## src/hdl/nibble_core_consts.svh

```systemverilog
// Purpose : named constants for the nibble core: opcodes, fields, reset values
// Assumes : 10-bit instruction words, 4-bit data path
// Notes   : wildcard opcode patterns are written in binary so that casez can use them
//
// How it works
// - xor with table nibble, carry from bit3
// - xor with immediate nibble from second word
// - increment accumulator, carry on wrap to zero
// - rotate left, old bit3 into bit0, carry
// - rotate, or internal reset when accumulator zero
// - port read into accumulator, carry cleared
// - port write latches accumulator until rewritten or reset
// - port and/or/xor write back, carry rules
// - byte immediate onto high and low port pair
// - register into accumulator, carry cleared
// - table nibble into accumulator, carry cleared
// - immediate nibble into accumulator, carry cleared
// - accumulator into register, carry kept
// - byte immediate into register pair n
// - table word into register pair 1..F
// - table address is page bits plus pair zero
// - jump loads ten scrambled address bits
// - conditional jump, else skip two words
// - 1K pages, only pages 0 and 1
// - two-cycle call, stack overflow forces reset
// - one-cycle return, stack underflow forces reset
// - timer and modulo nibble reads
`ifndef NIBBLE_CORE_CONSTS_SVH
`define NIBBLE_CORE_CONSTS_SVH
// reset values and steps
`define PC_RESET    11'h000
`define PC_STEP1    11'h001
`define PC_STEP2    11'h002
`define SP_RESET    3'h0
`define SP_TOP      3'h7
`define SP_STEP     3'h1
`define ACC_RESET   4'h0
`define NIB_ALL     4'hf
`define INC_ONE     5'h01
// instruction fields
`define F_GRP       9:6
`define F_BANK      5
`define F_REG       3:0
`define F_PORT      2:0
`define F_IMM4      3:0
`define F_IMM8      7:0
`define F_HI        7:4
`define F_LO        3:0
`define F_T_HI      9:6
`define F_T_LO      5:2
`define NIB_MSB     3
// scrambled jump target positions in the second word
`define JT_A9       9
`define JT_A8       4
`define JT_A7_4     8:5
`define JT_A3_0     3:0
// logic groups and port numbers
`define GRP_XOR     4'ha
`define GRP_AND     4'hd
`define PN0         3'h0
`define PN1         3'h1
`define PN3         3'h3
`define PN4         3'h4
`define SLOT0       2'h0
`define SLOT1       2'h1
`define SLOT3       2'h2
`define SLOT4       2'h3
`define REG_ZERO    4'h0
// opcodes
`define OP_XOR_REG  10'b1010?0????
`define OP_XOR_TBL  10'b1010?10000
`define OP_XOR_IMM  10'b1010110001
`define OP_XOR_PORT 10'b1010?11???
`define OP_AND_REG  10'b1101?0????
`define OP_AND_TBL  10'b1101?10000
`define OP_AND_IMM  10'b1101110001
`define OP_AND_PORT 10'b1101?11???
`define OP_OR_REG   10'b1110?0????
`define OP_OR_TBL   10'b1110?10000
`define OP_OR_IMM   10'b1110110001
`define OP_OR_PORT  10'b1110?11???
`define OP_INC      10'b1010010011
`define OP_RLZ      10'b1111010011
`define OP_RL       10'b1111110011
`define OP_MOV_A_T  10'b1111?11111
`define OP_MOV_A_M0 10'b1111?10110
`define OP_MOV_A_M1 10'b1111?10111
`define OP_IN       10'b1111?11???
`define OP_MOV_A_R  10'b1111?0????
`define OP_MOV_A_TB 10'b1111?10000
`define OP_MOV_A_IM 10'b1111110001
`define OP_OUT      10'b0010?11???
`define OP_MOV_R_A  10'b0010?0????
`define OP_OUT_BYTE 10'b0000110???
`define OP_PAIR_IMM 10'b000010????
`define OP_PAIR_TBL 10'b001110????
`define OP_JMP_P0   10'b0100010001
`define OP_JMP_P1   10'b0100110001
`define OP_JC_P0    10'b0110010001
`define OP_JC_P1    10'b0101010001
`define OP_JNC_P0   10'b0110110001
`define OP_JNC_P1   10'b0101110001
`define OP_JF_P0    10'b0111010001
`define OP_JF_P1    10'b1000010001
`define OP_JNF_P0   10'b0111110001
`define OP_JNF_P1   10'b1000110001
`define OP_CALL     10'b0011?10010
`define OP_RET      10'b0100010010
`endif

```

## src/hdl/nibble_core_pkg.sv

```systemverilog
// Purpose : types shared by the nibble core and its bench
// Assumes : nothing beyond the constants header
// Notes   : port slots 3..0 hold port numbers 4,3,1,0
package nibble_core_pkg;
  // one-hot execution state
  typedef enum logic [1:0] {
    ST_EXEC  = 2'h1,
    ST_CALL2 = 2'h2
  } core_state_t;
  // two groups of four nibble ports
  typedef struct packed {
    logic [3:0][3:0] hi;
    logic [3:0][3:0] lo;
  } port_bank_t;
  // timer and modulo registers as seen by the core
  typedef struct packed {
    logic [9:0] timer;
    logic [9:0] mod0;
    logic [9:0] mod1;
  } timer_view_t;
  // instruction word at pc and the word after it
  typedef struct packed {
    logic [9:0] word;
    logic [9:0] next_word;
  } fetch_t;
endpackage

```

## src/hdl/nibble_core.sv

```systemverilog
// Purpose : execution core of a 4-bit controller with 10-bit instructions
// Assumes : program memory answers both fetch words in the same cycle
// Notes   : two-word instructions other than call finish in one cycle; call takes two
`timescale 1ns/1ps
`include "nibble_core_consts.svh"
module nibble_core (
  // clock, reset, enable
  input  wire logic                      ref_clk_i,
  input  wire logic                      rst_i,
  input  wire logic                      ce_i,
  // program memory fetch
  output logic [10:0]                    imem_addr_o,
  input  wire nibble_core_pkg::fetch_t   imem_fetch_i,
  // table access into program memory
  output logic [11:0]                    tbl_addr_o,
  input  wire logic [9:0]                tbl_word_i,
  input  wire logic [3:0]                rom_page_bits_control_i,
  // nibble ports
  input  wire nibble_core_pkg::port_bank_t port_in_i,
  output nibble_core_pkg::port_bank_t    port_out_o,
  // timer view and match flag source
  input  wire nibble_core_pkg::timer_view_t timer_view_i,
  input  wire logic                      match_load_i,
  input  wire logic                      match_value_i,
  // status
  output logic [3:0]                     acc_o,
  output logic                           carry_bit_o,
  output logic                           match_flag_o,
  output logic                           internal_reset_o
);

  // ------------------------------------------------------------
  // state
  // ------------------------------------------------------------
  nibble_core_pkg::core_state_t state;   // execution phase
  logic [10:0] pc;                       // page bit and 10-bit address
  logic [3:0]  acc;                      // accumulator
  logic        carry_bit;                // carry flag
  logic        match_flag;               // status match flag
  logic [2:0]  sp;                       // stack pointer
  logic [10:0] return_address_save [8];  // return stack
  logic [3:0]  low_bank_register  [16];  // bank 0 nibbles
  logic [3:0]  high_bank_register [16];  // bank 1 nibbles

  // ------------------------------------------------------------
  // operand selection
  // ------------------------------------------------------------
  logic [9:0] ir;        // current instruction word
  logic [9:0] w2;        // second word
  logic [3:0] rd_reg;    // addressed nibble register
  logic [3:0] tbl_nib;   // selected table nibble
  logic [9:0] jump_addr; // unscrambled target
  logic [4:0] inc_sum;   // increment with carry out
  logic [1:0] slot;      // port slot
  logic       port_ok;   // port number is implemented
  logic [3:0] port_rd;   // selected port input
  logic [3:0] opnd;      // logic operand
  logic [3:0] lg_res;    // logic result
  logic       lg_cy;     // logic carry

  assign ir = imem_fetch_i.word;
  assign w2 = imem_fetch_i.next_word;
  assign rd_reg = ir[`F_BANK] ? high_bank_register[ir[`F_REG]] : low_bank_register[ir[`F_REG]];
  // the low form keeps bits 3..0, the high form 7..4; bits 9 and 8 are dropped
  assign tbl_nib = ir[`F_BANK] ? tbl_word_i[`F_LO] : tbl_word_i[`F_HI];
  // a9,a7..a4,a8,a3..a0 order in the second word
  assign jump_addr = {w2[`JT_A9], w2[`JT_A8], w2[`JT_A7_4], w2[`JT_A3_0]};
  assign inc_sum = {1'b0, acc} + `INC_ONE;
  // table address: page bits on top, register pair zero below
  assign tbl_addr_o = {rom_page_bits_control_i, high_bank_register[`REG_ZERO],
                       low_bank_register[`REG_ZERO]};

  // port number to slot; numbers 2,5,6,7 are not implemented
  always_comb begin
    port_ok = 1'b1;
    case (ir[`F_PORT])
      `PN0:    slot = `SLOT0;
      `PN1:    slot = `SLOT1;
      `PN3:    slot = `SLOT3;
      `PN4:    slot = `SLOT4;
      default: begin
        slot    = `SLOT0;
        port_ok = 1'b0;
      end
    endcase
  end

  // an unimplemented port reads as zero
  assign port_rd = !port_ok ? `ACC_RESET :
                   ir[`F_BANK] ? port_in_i.hi[slot] : port_in_i.lo[slot];

  // operand source for the and/or/xor family
  always_comb begin
    casez (ir)
      `OP_XOR_TBL, `OP_AND_TBL, `OP_OR_TBL:    opnd = tbl_nib;
      `OP_XOR_IMM, `OP_AND_IMM, `OP_OR_IMM:    opnd = w2[`F_IMM4];
      `OP_XOR_PORT, `OP_AND_PORT, `OP_OR_PORT: opnd = port_rd;
      default:                                 opnd = rd_reg;
    endcase
  end

  // and and xor carry acc3 & operand3; or clears carry
  always_comb begin
    case (ir[`F_GRP])
      `GRP_XOR: begin
        lg_res = acc ^ opnd;
        lg_cy  = acc[`NIB_MSB] & opnd[`NIB_MSB];
      end
      `GRP_AND: begin
        lg_res = acc & opnd;
        lg_cy  = acc[`NIB_MSB] & opnd[`NIB_MSB];
      end
      default: begin
        lg_res = acc | opnd;
        lg_cy  = 1'b0;
      end
    endcase
  end

  // ------------------------------------------------------------
  // execute
  // ------------------------------------------------------------
  logic [10:0] next_pc;    // program counter after this cycle
  logic [3:0]  next_acc;   // accumulator after this cycle
  logic        next_carry; // carry after this cycle
  logic        reg_we;     // accumulator into a register
  logic        pair_we;    // byte into a register pair
  logic [7:0]  pair_data;  // byte for the pair
  logic        port_we;    // accumulator into a port latch
  logic        byte_we;    // byte into a port pair
  logic        call_go;    // first call cycle
  logic        ret_go;     // return
  logic        soft_rst;   // internal reset request
  logic        is_br;      // two-word branch
  logic        br_take;    // branch condition holds
  logic        br_page;    // page of the target

  always_comb begin
    next_pc    = pc + `PC_STEP1;
    next_acc   = acc;
    next_carry = carry_bit;
    reg_we     = 1'b0;
    pair_we    = 1'b0;
    pair_data  = w2[`F_IMM8];
    port_we    = 1'b0;
    byte_we    = 1'b0;
    call_go    = 1'b0;
    ret_go     = 1'b0;
    soft_rst   = 1'b0;
    is_br      = 1'b0;
    br_take    = 1'b0;
    br_page    = ir[`F_BANK];
    if (state == nibble_core_pkg::ST_CALL2) begin
      // second call cycle: load the target
      next_pc = {br_page, jump_addr};
    end else begin
      casez (ir)
        // increment, carry only on wrap
        `OP_INC: begin
          next_acc   = inc_sum[3:0];
          next_carry = inc_sum[4];
        end
        // plain rotate
        `OP_RL: begin
          next_acc   = {acc[2:0], acc[`NIB_MSB]};
          next_carry = acc[`NIB_MSB];
        end
        // rotate, or reset the core on zero
        `OP_RLZ: begin
          soft_rst   = (acc == `ACC_RESET);
          next_acc   = {acc[2:0], acc[`NIB_MSB]};
          next_carry = acc[`NIB_MSB];
        end
        // immediate forms skip the data word
        `OP_XOR_IMM, `OP_AND_IMM, `OP_OR_IMM: begin
          next_acc   = lg_res;
          next_carry = lg_cy;
          next_pc    = pc + `PC_STEP2;
        end
        `OP_XOR_REG, `OP_AND_REG, `OP_OR_REG, `OP_XOR_TBL, `OP_AND_TBL, `OP_OR_TBL: begin
          next_acc   = lg_res;
          next_carry = lg_cy;
        end
        // timer reads sit before port reads: their codes overlap port 7
        `OP_MOV_A_T: begin
          next_acc = ir[`F_BANK] ? timer_view_i.timer[`F_T_HI] : timer_view_i.timer[`F_T_LO];
        end
        `OP_MOV_A_M0: begin
          next_acc   = ir[`F_BANK] ? timer_view_i.mod0[`F_T_HI] : timer_view_i.mod0[`F_T_LO];
          next_carry = 1'b0;
        end
        `OP_MOV_A_M1: begin
          next_acc   = ir[`F_BANK] ? timer_view_i.mod1[`F_T_HI] : timer_view_i.mod1[`F_T_LO];
          next_carry = 1'b0;
        end
        // port logic leaves state alone on a missing port
        `OP_XOR_PORT, `OP_AND_PORT, `OP_OR_PORT: begin
          if (port_ok) begin
            next_acc   = lg_res;
            next_carry = lg_cy;
          end
        end
        `OP_IN: begin
          next_acc   = port_rd;
          next_carry = 1'b0;
        end
        `OP_MOV_A_R: begin
          next_acc   = rd_reg;
          next_carry = 1'b0;
        end
        `OP_MOV_A_TB: begin
          next_acc   = tbl_nib;
          next_carry = 1'b0;
        end
        `OP_MOV_A_IM: begin
          next_acc   = w2[`F_IMM4];
          next_carry = 1'b0;
          next_pc    = pc + `PC_STEP2;
        end
        `OP_OUT:      port_we = port_ok;
        `OP_MOV_R_A:  reg_we  = 1'b1;
        `OP_OUT_BYTE: begin
          byte_we = port_ok;
          next_pc = pc + `PC_STEP2;
        end
        `OP_PAIR_IMM: begin
          pair_we = 1'b1;
          next_pc = pc + `PC_STEP2;
        end
        // pair zero is the pointer itself and is not a target
        `OP_PAIR_TBL: begin
          pair_we   = (ir[`F_REG] != `REG_ZERO);
          pair_data = tbl_word_i[`F_IMM8];
        end
        // page is fixed by the opcode; only pages 0 and 1 exist
        `OP_JMP_P0, `OP_JMP_P1: begin
          is_br   = 1'b1;
          br_take = 1'b1;
          br_page = (ir == `OP_JMP_P1);
        end
        `OP_JC_P0, `OP_JC_P1: begin
          is_br   = 1'b1;
          br_take = carry_bit;
          br_page = (ir == `OP_JC_P1);
        end
        `OP_JNC_P0, `OP_JNC_P1: begin
          is_br   = 1'b1;
          br_take = !carry_bit;
          br_page = (ir == `OP_JNC_P1);
        end
        `OP_JF_P0, `OP_JF_P1: begin
          is_br   = 1'b1;
          br_take = match_flag;
          br_page = (ir == `OP_JF_P1);
        end
        `OP_JNF_P0, `OP_JNF_P1: begin
          is_br   = 1'b1;
          br_take = !match_flag;
          br_page = (ir == `OP_JNF_P1);
        end
        // call holds pc for its second cycle
        `OP_CALL: begin
          call_go  = 1'b1;
          next_pc  = pc;
          soft_rst = (sp == `SP_TOP);
        end
        `OP_RET: begin
          ret_go   = 1'b1;
          next_pc  = return_address_save[sp];
          soft_rst = (sp == `SP_RESET);
        end
        default: ; // unknown codes act as no-op
      endcase
      if (is_br) begin
        next_pc = br_take ? {br_page, jump_addr} : pc + `PC_STEP2;
      end
    end
  end

  // ------------------------------------------------------------
  // registers
  // ------------------------------------------------------------
  // program flow; an internal reset acts like the pin reset
  always_ff @(posedge ref_clk_i or posedge rst_i) begin
    if (rst_i) begin
      pc    <= `PC_RESET;
      sp    <= `SP_RESET;
      state <= nibble_core_pkg::ST_EXEC;
    end else if (ce_i) begin
      if (soft_rst) begin
        pc    <= `PC_RESET;
        sp    <= `SP_RESET;
        state <= nibble_core_pkg::ST_EXEC;
      end else begin
        pc    <= next_pc;
        state <= call_go ? nibble_core_pkg::ST_CALL2 : nibble_core_pkg::ST_EXEC;
        if (call_go) begin
          sp <= sp + `SP_STEP;
        end else if (ret_go) begin
          sp <= sp - `SP_STEP;
        end
      end
    end
  end

  // return stack: the return point is the word after the call
  always_ff @(posedge ref_clk_i) begin
    if (ce_i && state == nibble_core_pkg::ST_CALL2) begin
      return_address_save[sp] <= pc + `PC_STEP2;
    end
  end

  // accumulator and flags
  always_ff @(posedge ref_clk_i or posedge rst_i) begin
    if (rst_i) begin
      acc        <= `ACC_RESET;
      carry_bit  <= 1'b0;
      match_flag <= 1'b0;
    end else if (ce_i) begin
      if (soft_rst) begin
        acc        <= `ACC_RESET;
        carry_bit  <= 1'b0;
        match_flag <= 1'b0;
      end else begin
        acc       <= next_acc;
        carry_bit <= next_carry;
        if (match_load_i) begin
          match_flag <= match_value_i;
        end
      end
    end
  end

  // nibble registers keep their contents across resets
  always_ff @(posedge ref_clk_i) begin
    if (ce_i && reg_we) begin
      if (ir[`F_BANK]) begin
        high_bank_register[ir[`F_REG]] <= acc;
      end else begin
        low_bank_register[ir[`F_REG]] <= acc;
      end
    end else if (ce_i && pair_we) begin
      high_bank_register[ir[`F_REG]] <= pair_data[`F_HI];
      low_bank_register[ir[`F_REG]]  <= pair_data[`F_LO];
    end
  end

  // port latches hold until written again or cleared by a pin or internal reset
  always_ff @(posedge ref_clk_i or posedge rst_i) begin
    if (rst_i) begin
      port_out_o <= '0;
    end else if (ce_i) begin
      if (soft_rst) begin
        port_out_o <= '0;
      end else if (port_we) begin
        if (ir[`F_BANK]) begin
          port_out_o.hi[slot] <= acc;
        end else begin
          port_out_o.lo[slot] <= acc;
        end
      end else if (byte_we) begin
        port_out_o.hi[slot] <= w2[`F_HI];
        port_out_o.lo[slot] <= w2[`F_LO];
      end
    end
  end

  // one-cycle internal reset marker
  always_ff @(posedge ref_clk_i or posedge rst_i) begin
    if (rst_i) begin
      internal_reset_o <= 1'b0;
    end else if (ce_i) begin
      internal_reset_o <= soft_rst;
    end
  end

  assign imem_addr_o  = pc;
  assign acc_o        = acc;
  assign carry_bit_o  = carry_bit;
  assign match_flag_o = match_flag;

  logic exec_now; // an instruction executes this edge
  assign exec_now = ce_i && state == nibble_core_pkg::ST_EXEC;
endmodule

```

## config.mk

```make
export PLATFORM = sky130hd
export DESIGN_NAME = nibble_core
export DESIGN_NICKNAME = d
export VERILOG_FILES = /design/src/hdl/nibble_core_pkg.sv /design/src/hdl/nibble_core.sv
export VERILOG_INCLUDE_DIRS = /design/src /design/src/hdl
export SDC_FILE = /design/constraint.sdc
export NUM_CORES = 1
export LEC_CHECK = 0
export ABC_CLOCK_PERIOD_IN_PS = 5700
export BUFFER_PORTS_ARGS = -buffer_cell sky130_fd_sc_hd__buf_2
export CAP_MARGIN = 20
export CORE_MARGIN = 2
export CORE_UTILIZATION = 30
export CTS_BUF_LIST = sky130_fd_sc_hd__clkbuf_16
export CTS_CLUSTER_DIAMETER = 200
export CTS_CLUSTER_SIZE = 14
export DETAILED_ROUTE_END_ITERATION = 12
export SYNTH_ARGS = -nofsm -noshare
export SYNTH_HDL_FRONTEND = slang
export SYNTH_SLANG_ARGS = --single-unit
```

## constraint.sdc

```tcl
create_clock -name ref_clk_i -period 5.7 [get_ports ref_clk_i]
set_input_delay 1.425 -clock ref_clk_i [delete_from_list [all_inputs] [get_ports ref_clk_i]]
set_output_delay 1.425 -clock ref_clk_i [all_outputs]
set_load 0.02 [all_outputs]
```

==> run_results.csv <==
group,metric,value,unit
final_layout,diodes,0,
route,wire_per_inst,23.4,um
clocking,h-tree-depth,1,
sta,clock_skew,0.0134,ns
final_layout,drive_gt1_frac,0.223,
synth,synth_area,13900,um^2
worst_setup_path,endpoint_kind,"flop",
sta,finalSetupViolCount,0,
global_route,grt_antenna_before_repair,6,
die,die_x,219,um
worst_setup_path,cp-start-kind,"primary input",
clocking,cts_buffers,23,
route,drt-pass1-iter-count,7,
global_route,grt_start_max_net_pins,56,
synth,synth_cells,1135,
route,drc_errors,0,
clocking,clk_latency,0.53,ns
sta,rsz0062_at_grt,"no",
pwr,p_leak,5.90,nW
synth,synth_warnings,0,
die,core-area,45600,um^2
outcome,status,"finished, final reports clean",
sta,slew_viol_final,0,
die,start_util,0.306,
clocking,hold_buffers,0,
die,dieArea,48200,um^2
pwr,p_int,3.37,mW
worst_hold_path,min_path_type,"flop to flop",
global_route,gr-total-overflow,0,
sta,timing.final.crit_share,0.816,
clocking,clk_path_buf_depth,3,
worst_setup_path,rrSetupSlack,2.49,ns
clocking,cts_setup_buffers,0,
global_route,grt_pass1_wl,64800,um
synth,postSynth.asyncResetShare,0.203,
sta,hold_viol_final,0,
global_route,grt.total_usage,0.179,
sta,tightest_slew,0.953,ns
pwr,switching_power,1.42,mW
clocking,cts_root_buf,"clkbuf_16",
pwr,pwr-share-clk,0.295,
worst_hold_path,hold_start,"port_out_o[21]",
worst_setup_path,crit_arrival,5.07,ns
placed_design,dp_hpwl,32600,um
worst_setup_path,reg2reg_depth,5,
synth,postSynthAreaPerCell,12.3,um^2
synth,syn-num-nets,1249,
placed_design,portBuffers,146,
global_route,grt_pass1_vias,10300,
worst_setup_path,reg2reg_to,"high_bank_register[11][3]",
sta,relSlewSlack,0.360,
final_layout,area_delta_synth_final,14.8,%
die,rows,78,
synth,yosysUniqueCellTypes,88,
synth,yosys-top-cells-area,"edfxtp_1, dfrtp_1, mux2i_1",
worst_setup_path,worstReg2RegStart,"state[0]",
synth,synth-main-ff-cell,"edfxtp_1",
route,drtAntennaViolNets,0,
pwr,p_comb_frac,0.194,
placed_design,gp_congestion,0.914,
run,maxCapViolCount,0,
die,ios,163,
pwr,p_per_area,300,nW/um^2
die,die_height,219,um
route,wl,43900,um
worst_setup_path,critical_path_required,6.12,ns
synth,yosysMostFrequentCell,"edfxtp_1",
synth,ys_ff_latch,271,
sta,whs,0.488,ns
synth,synth_edf_count,216,
pwr,swShare,0.297,
sta,max_freq,215,MHz
final_layout,fill_cells,4486,
clocking,clkSlewWorstSetupHoldPaths,0.07,ns
route,drtIter0Drc,1197,
clocking,cts_sinks,271,
sta,finalSetupTns,0,ns
worst_hold_path,hold_end,"port_out_o[21]",
final_layout,final_nets,1387,
synth,seq_area_frac_synth,0.565,
worst_setup_path,crit_path_max_fanout,18,
synth,synth_top_cell_by_area,"edfxtp_1",
pwr,vdd_drop_max,0.000178,V
sta,min_period,4.65,ns
route,vias_per_cell,5.57,
route,vias,10500,
synth,synth_top_area_frac,0.466,
worst_hold_path,hold_depth,2,
synth,netlist_top_cells_count,"edfxtp_1, nand2_1, nor2_1, mux2i_1, o21ai_0",
worst_setup_path,path_class,"primary input to flop",
pwr,pwr-share-seq,0.511,
clocking,cts_resized,0,
clocking,tritoncts,"done",
cells in the final DEF, fill, tap and decap left out, types with 8 or more instances in the layout:
cell type  Yosys  layout
nand2b_1      24      24
buf_2         28     145
o21ai_0       58      58
a221oi_1      12      12
a211oi_1      10      10
and3_1        13      13
mux4_2        30      30
mux2_2        11      11
o221ai_1      14      14
nor2_1        83      83
a22oi_1        9       9
xor2_1        13      13
edfxtp_1     216     216
nor2b_1        8       8
inv_1         18      25
ha_1          12      12
o22ai_1       21      21
dfrtp_1       54      54
a21oi_1       35      35
mux2i_1       81      81
a22o_1        19      19
buf_4          5      44
nand2_1       92      92
xnor2_1        8       8
clkbuf_16      0      23
nand3_1       28      28
o21ai_1       12      12
nand4_1       11      11
nor3_1        35      35
worst max path at each step:
stage	slack [ns]	depth (start not counted)	end	startpoint
2_1_floorplan	1.32	15	acc_o[1]	imem_fetch_i[11]
3_3_place_gp	0.78	14	acc_o[3]	imem_fetch_i[10]
3_5_place_dp	0.72	13	acc_o[1]	imem_fetch_i[12]
4_1_cts	1.27	13	acc_o[1]	imem_fetch_i[12]
5_1_grt	0.89	13	acc_o[0]	imem_fetch_i[10]
6_report	1.05	13	acc_o[1]	imem_fetch_i[12]
final cells by class:
class	instances	area (um^2)	area share
well taps	600	751	0.0469
inverters	20	75.1	0.00469
clock inverters	9	41.3	0.00258
clock buffers	23	576	0.0360
flip-flops and latches	271	7860	0.492
multi-input cells	767	5620	0.352
repair buffers	190	1070	0.0667
metal layers:
metal | up-vias | routed length [um] | share of wire | track usage
li1 | 4686 | - | - | -
met1 | 5246 | 18200 | 0.41 | 0.234
met2 | 453 | 20800 | 0.47 | 0.298
met3 | 88 | 3560 | 0.081 | 0.0398
met4 | 4 | 1290 | 0.029 | 0.0534
met5 | - | 27 | 0.00061 | 0
worst max-delay path: stages:
cell      delay [ns]
buf_2           0.16
buf_4           0.24
nor2_1          0.74
a222oi_1        0.37
o32ai_1         0.60
nor2_1          0.13
a21o_1          0.21
ha_1            0.26
a22oi_1         0.15
o22ai_1         0.11
a221oi_1        0.29
nand3_1         0.16
a22o_1          0.22
through the flow:
step,utilization,instances,setup WS (ns),power [mW],area (um^2)
finish,0.351,1880,1.05,4.79,16000
global route,0.351,1880,0.894,4.98,16000
CTS,0.351,1877,1.27,4.81,16000
detailed placement,0.337,1845,0.716,3.42,15400
global placement,0.337,1844,0.778,3.39,15300
floorplan,-,1135,1.32,3.03,13900
registers in the layout, indices dropped and copies added, names as in the netlist, 2 cells and up:
name,count
return_address_save,88
high_bank_register,64
low_bank_register,64
port_out_o,32
imem_addr_o,11
acc_o,4
sp,3
state,2
cell families (layout without fill, tap and decap cells):
group	after synthesis	after routing	synth area share
simple gates	339	339	0.123
compound gates	272	272	0.139
flops	271	271	0.565
mux	122	122	0.116
buf+inv	97	242	0.0322
xor+xnor	21	21	0.0132
fa+ha+maj	13	13	0.0122
power groups by stage:
stage               clock network, mW  logic [mW]  registers [mW]
floorplan                           0       0.553            2.48
global placement                    0       0.902            2.49
detailed placement                  0       0.923            2.49
CTS                              1.44       0.925            2.45
global route                     1.51        1.01            2.46
finish                           1.41       0.929            2.45
Note: power is estimated with default switching activity, not from simulation.
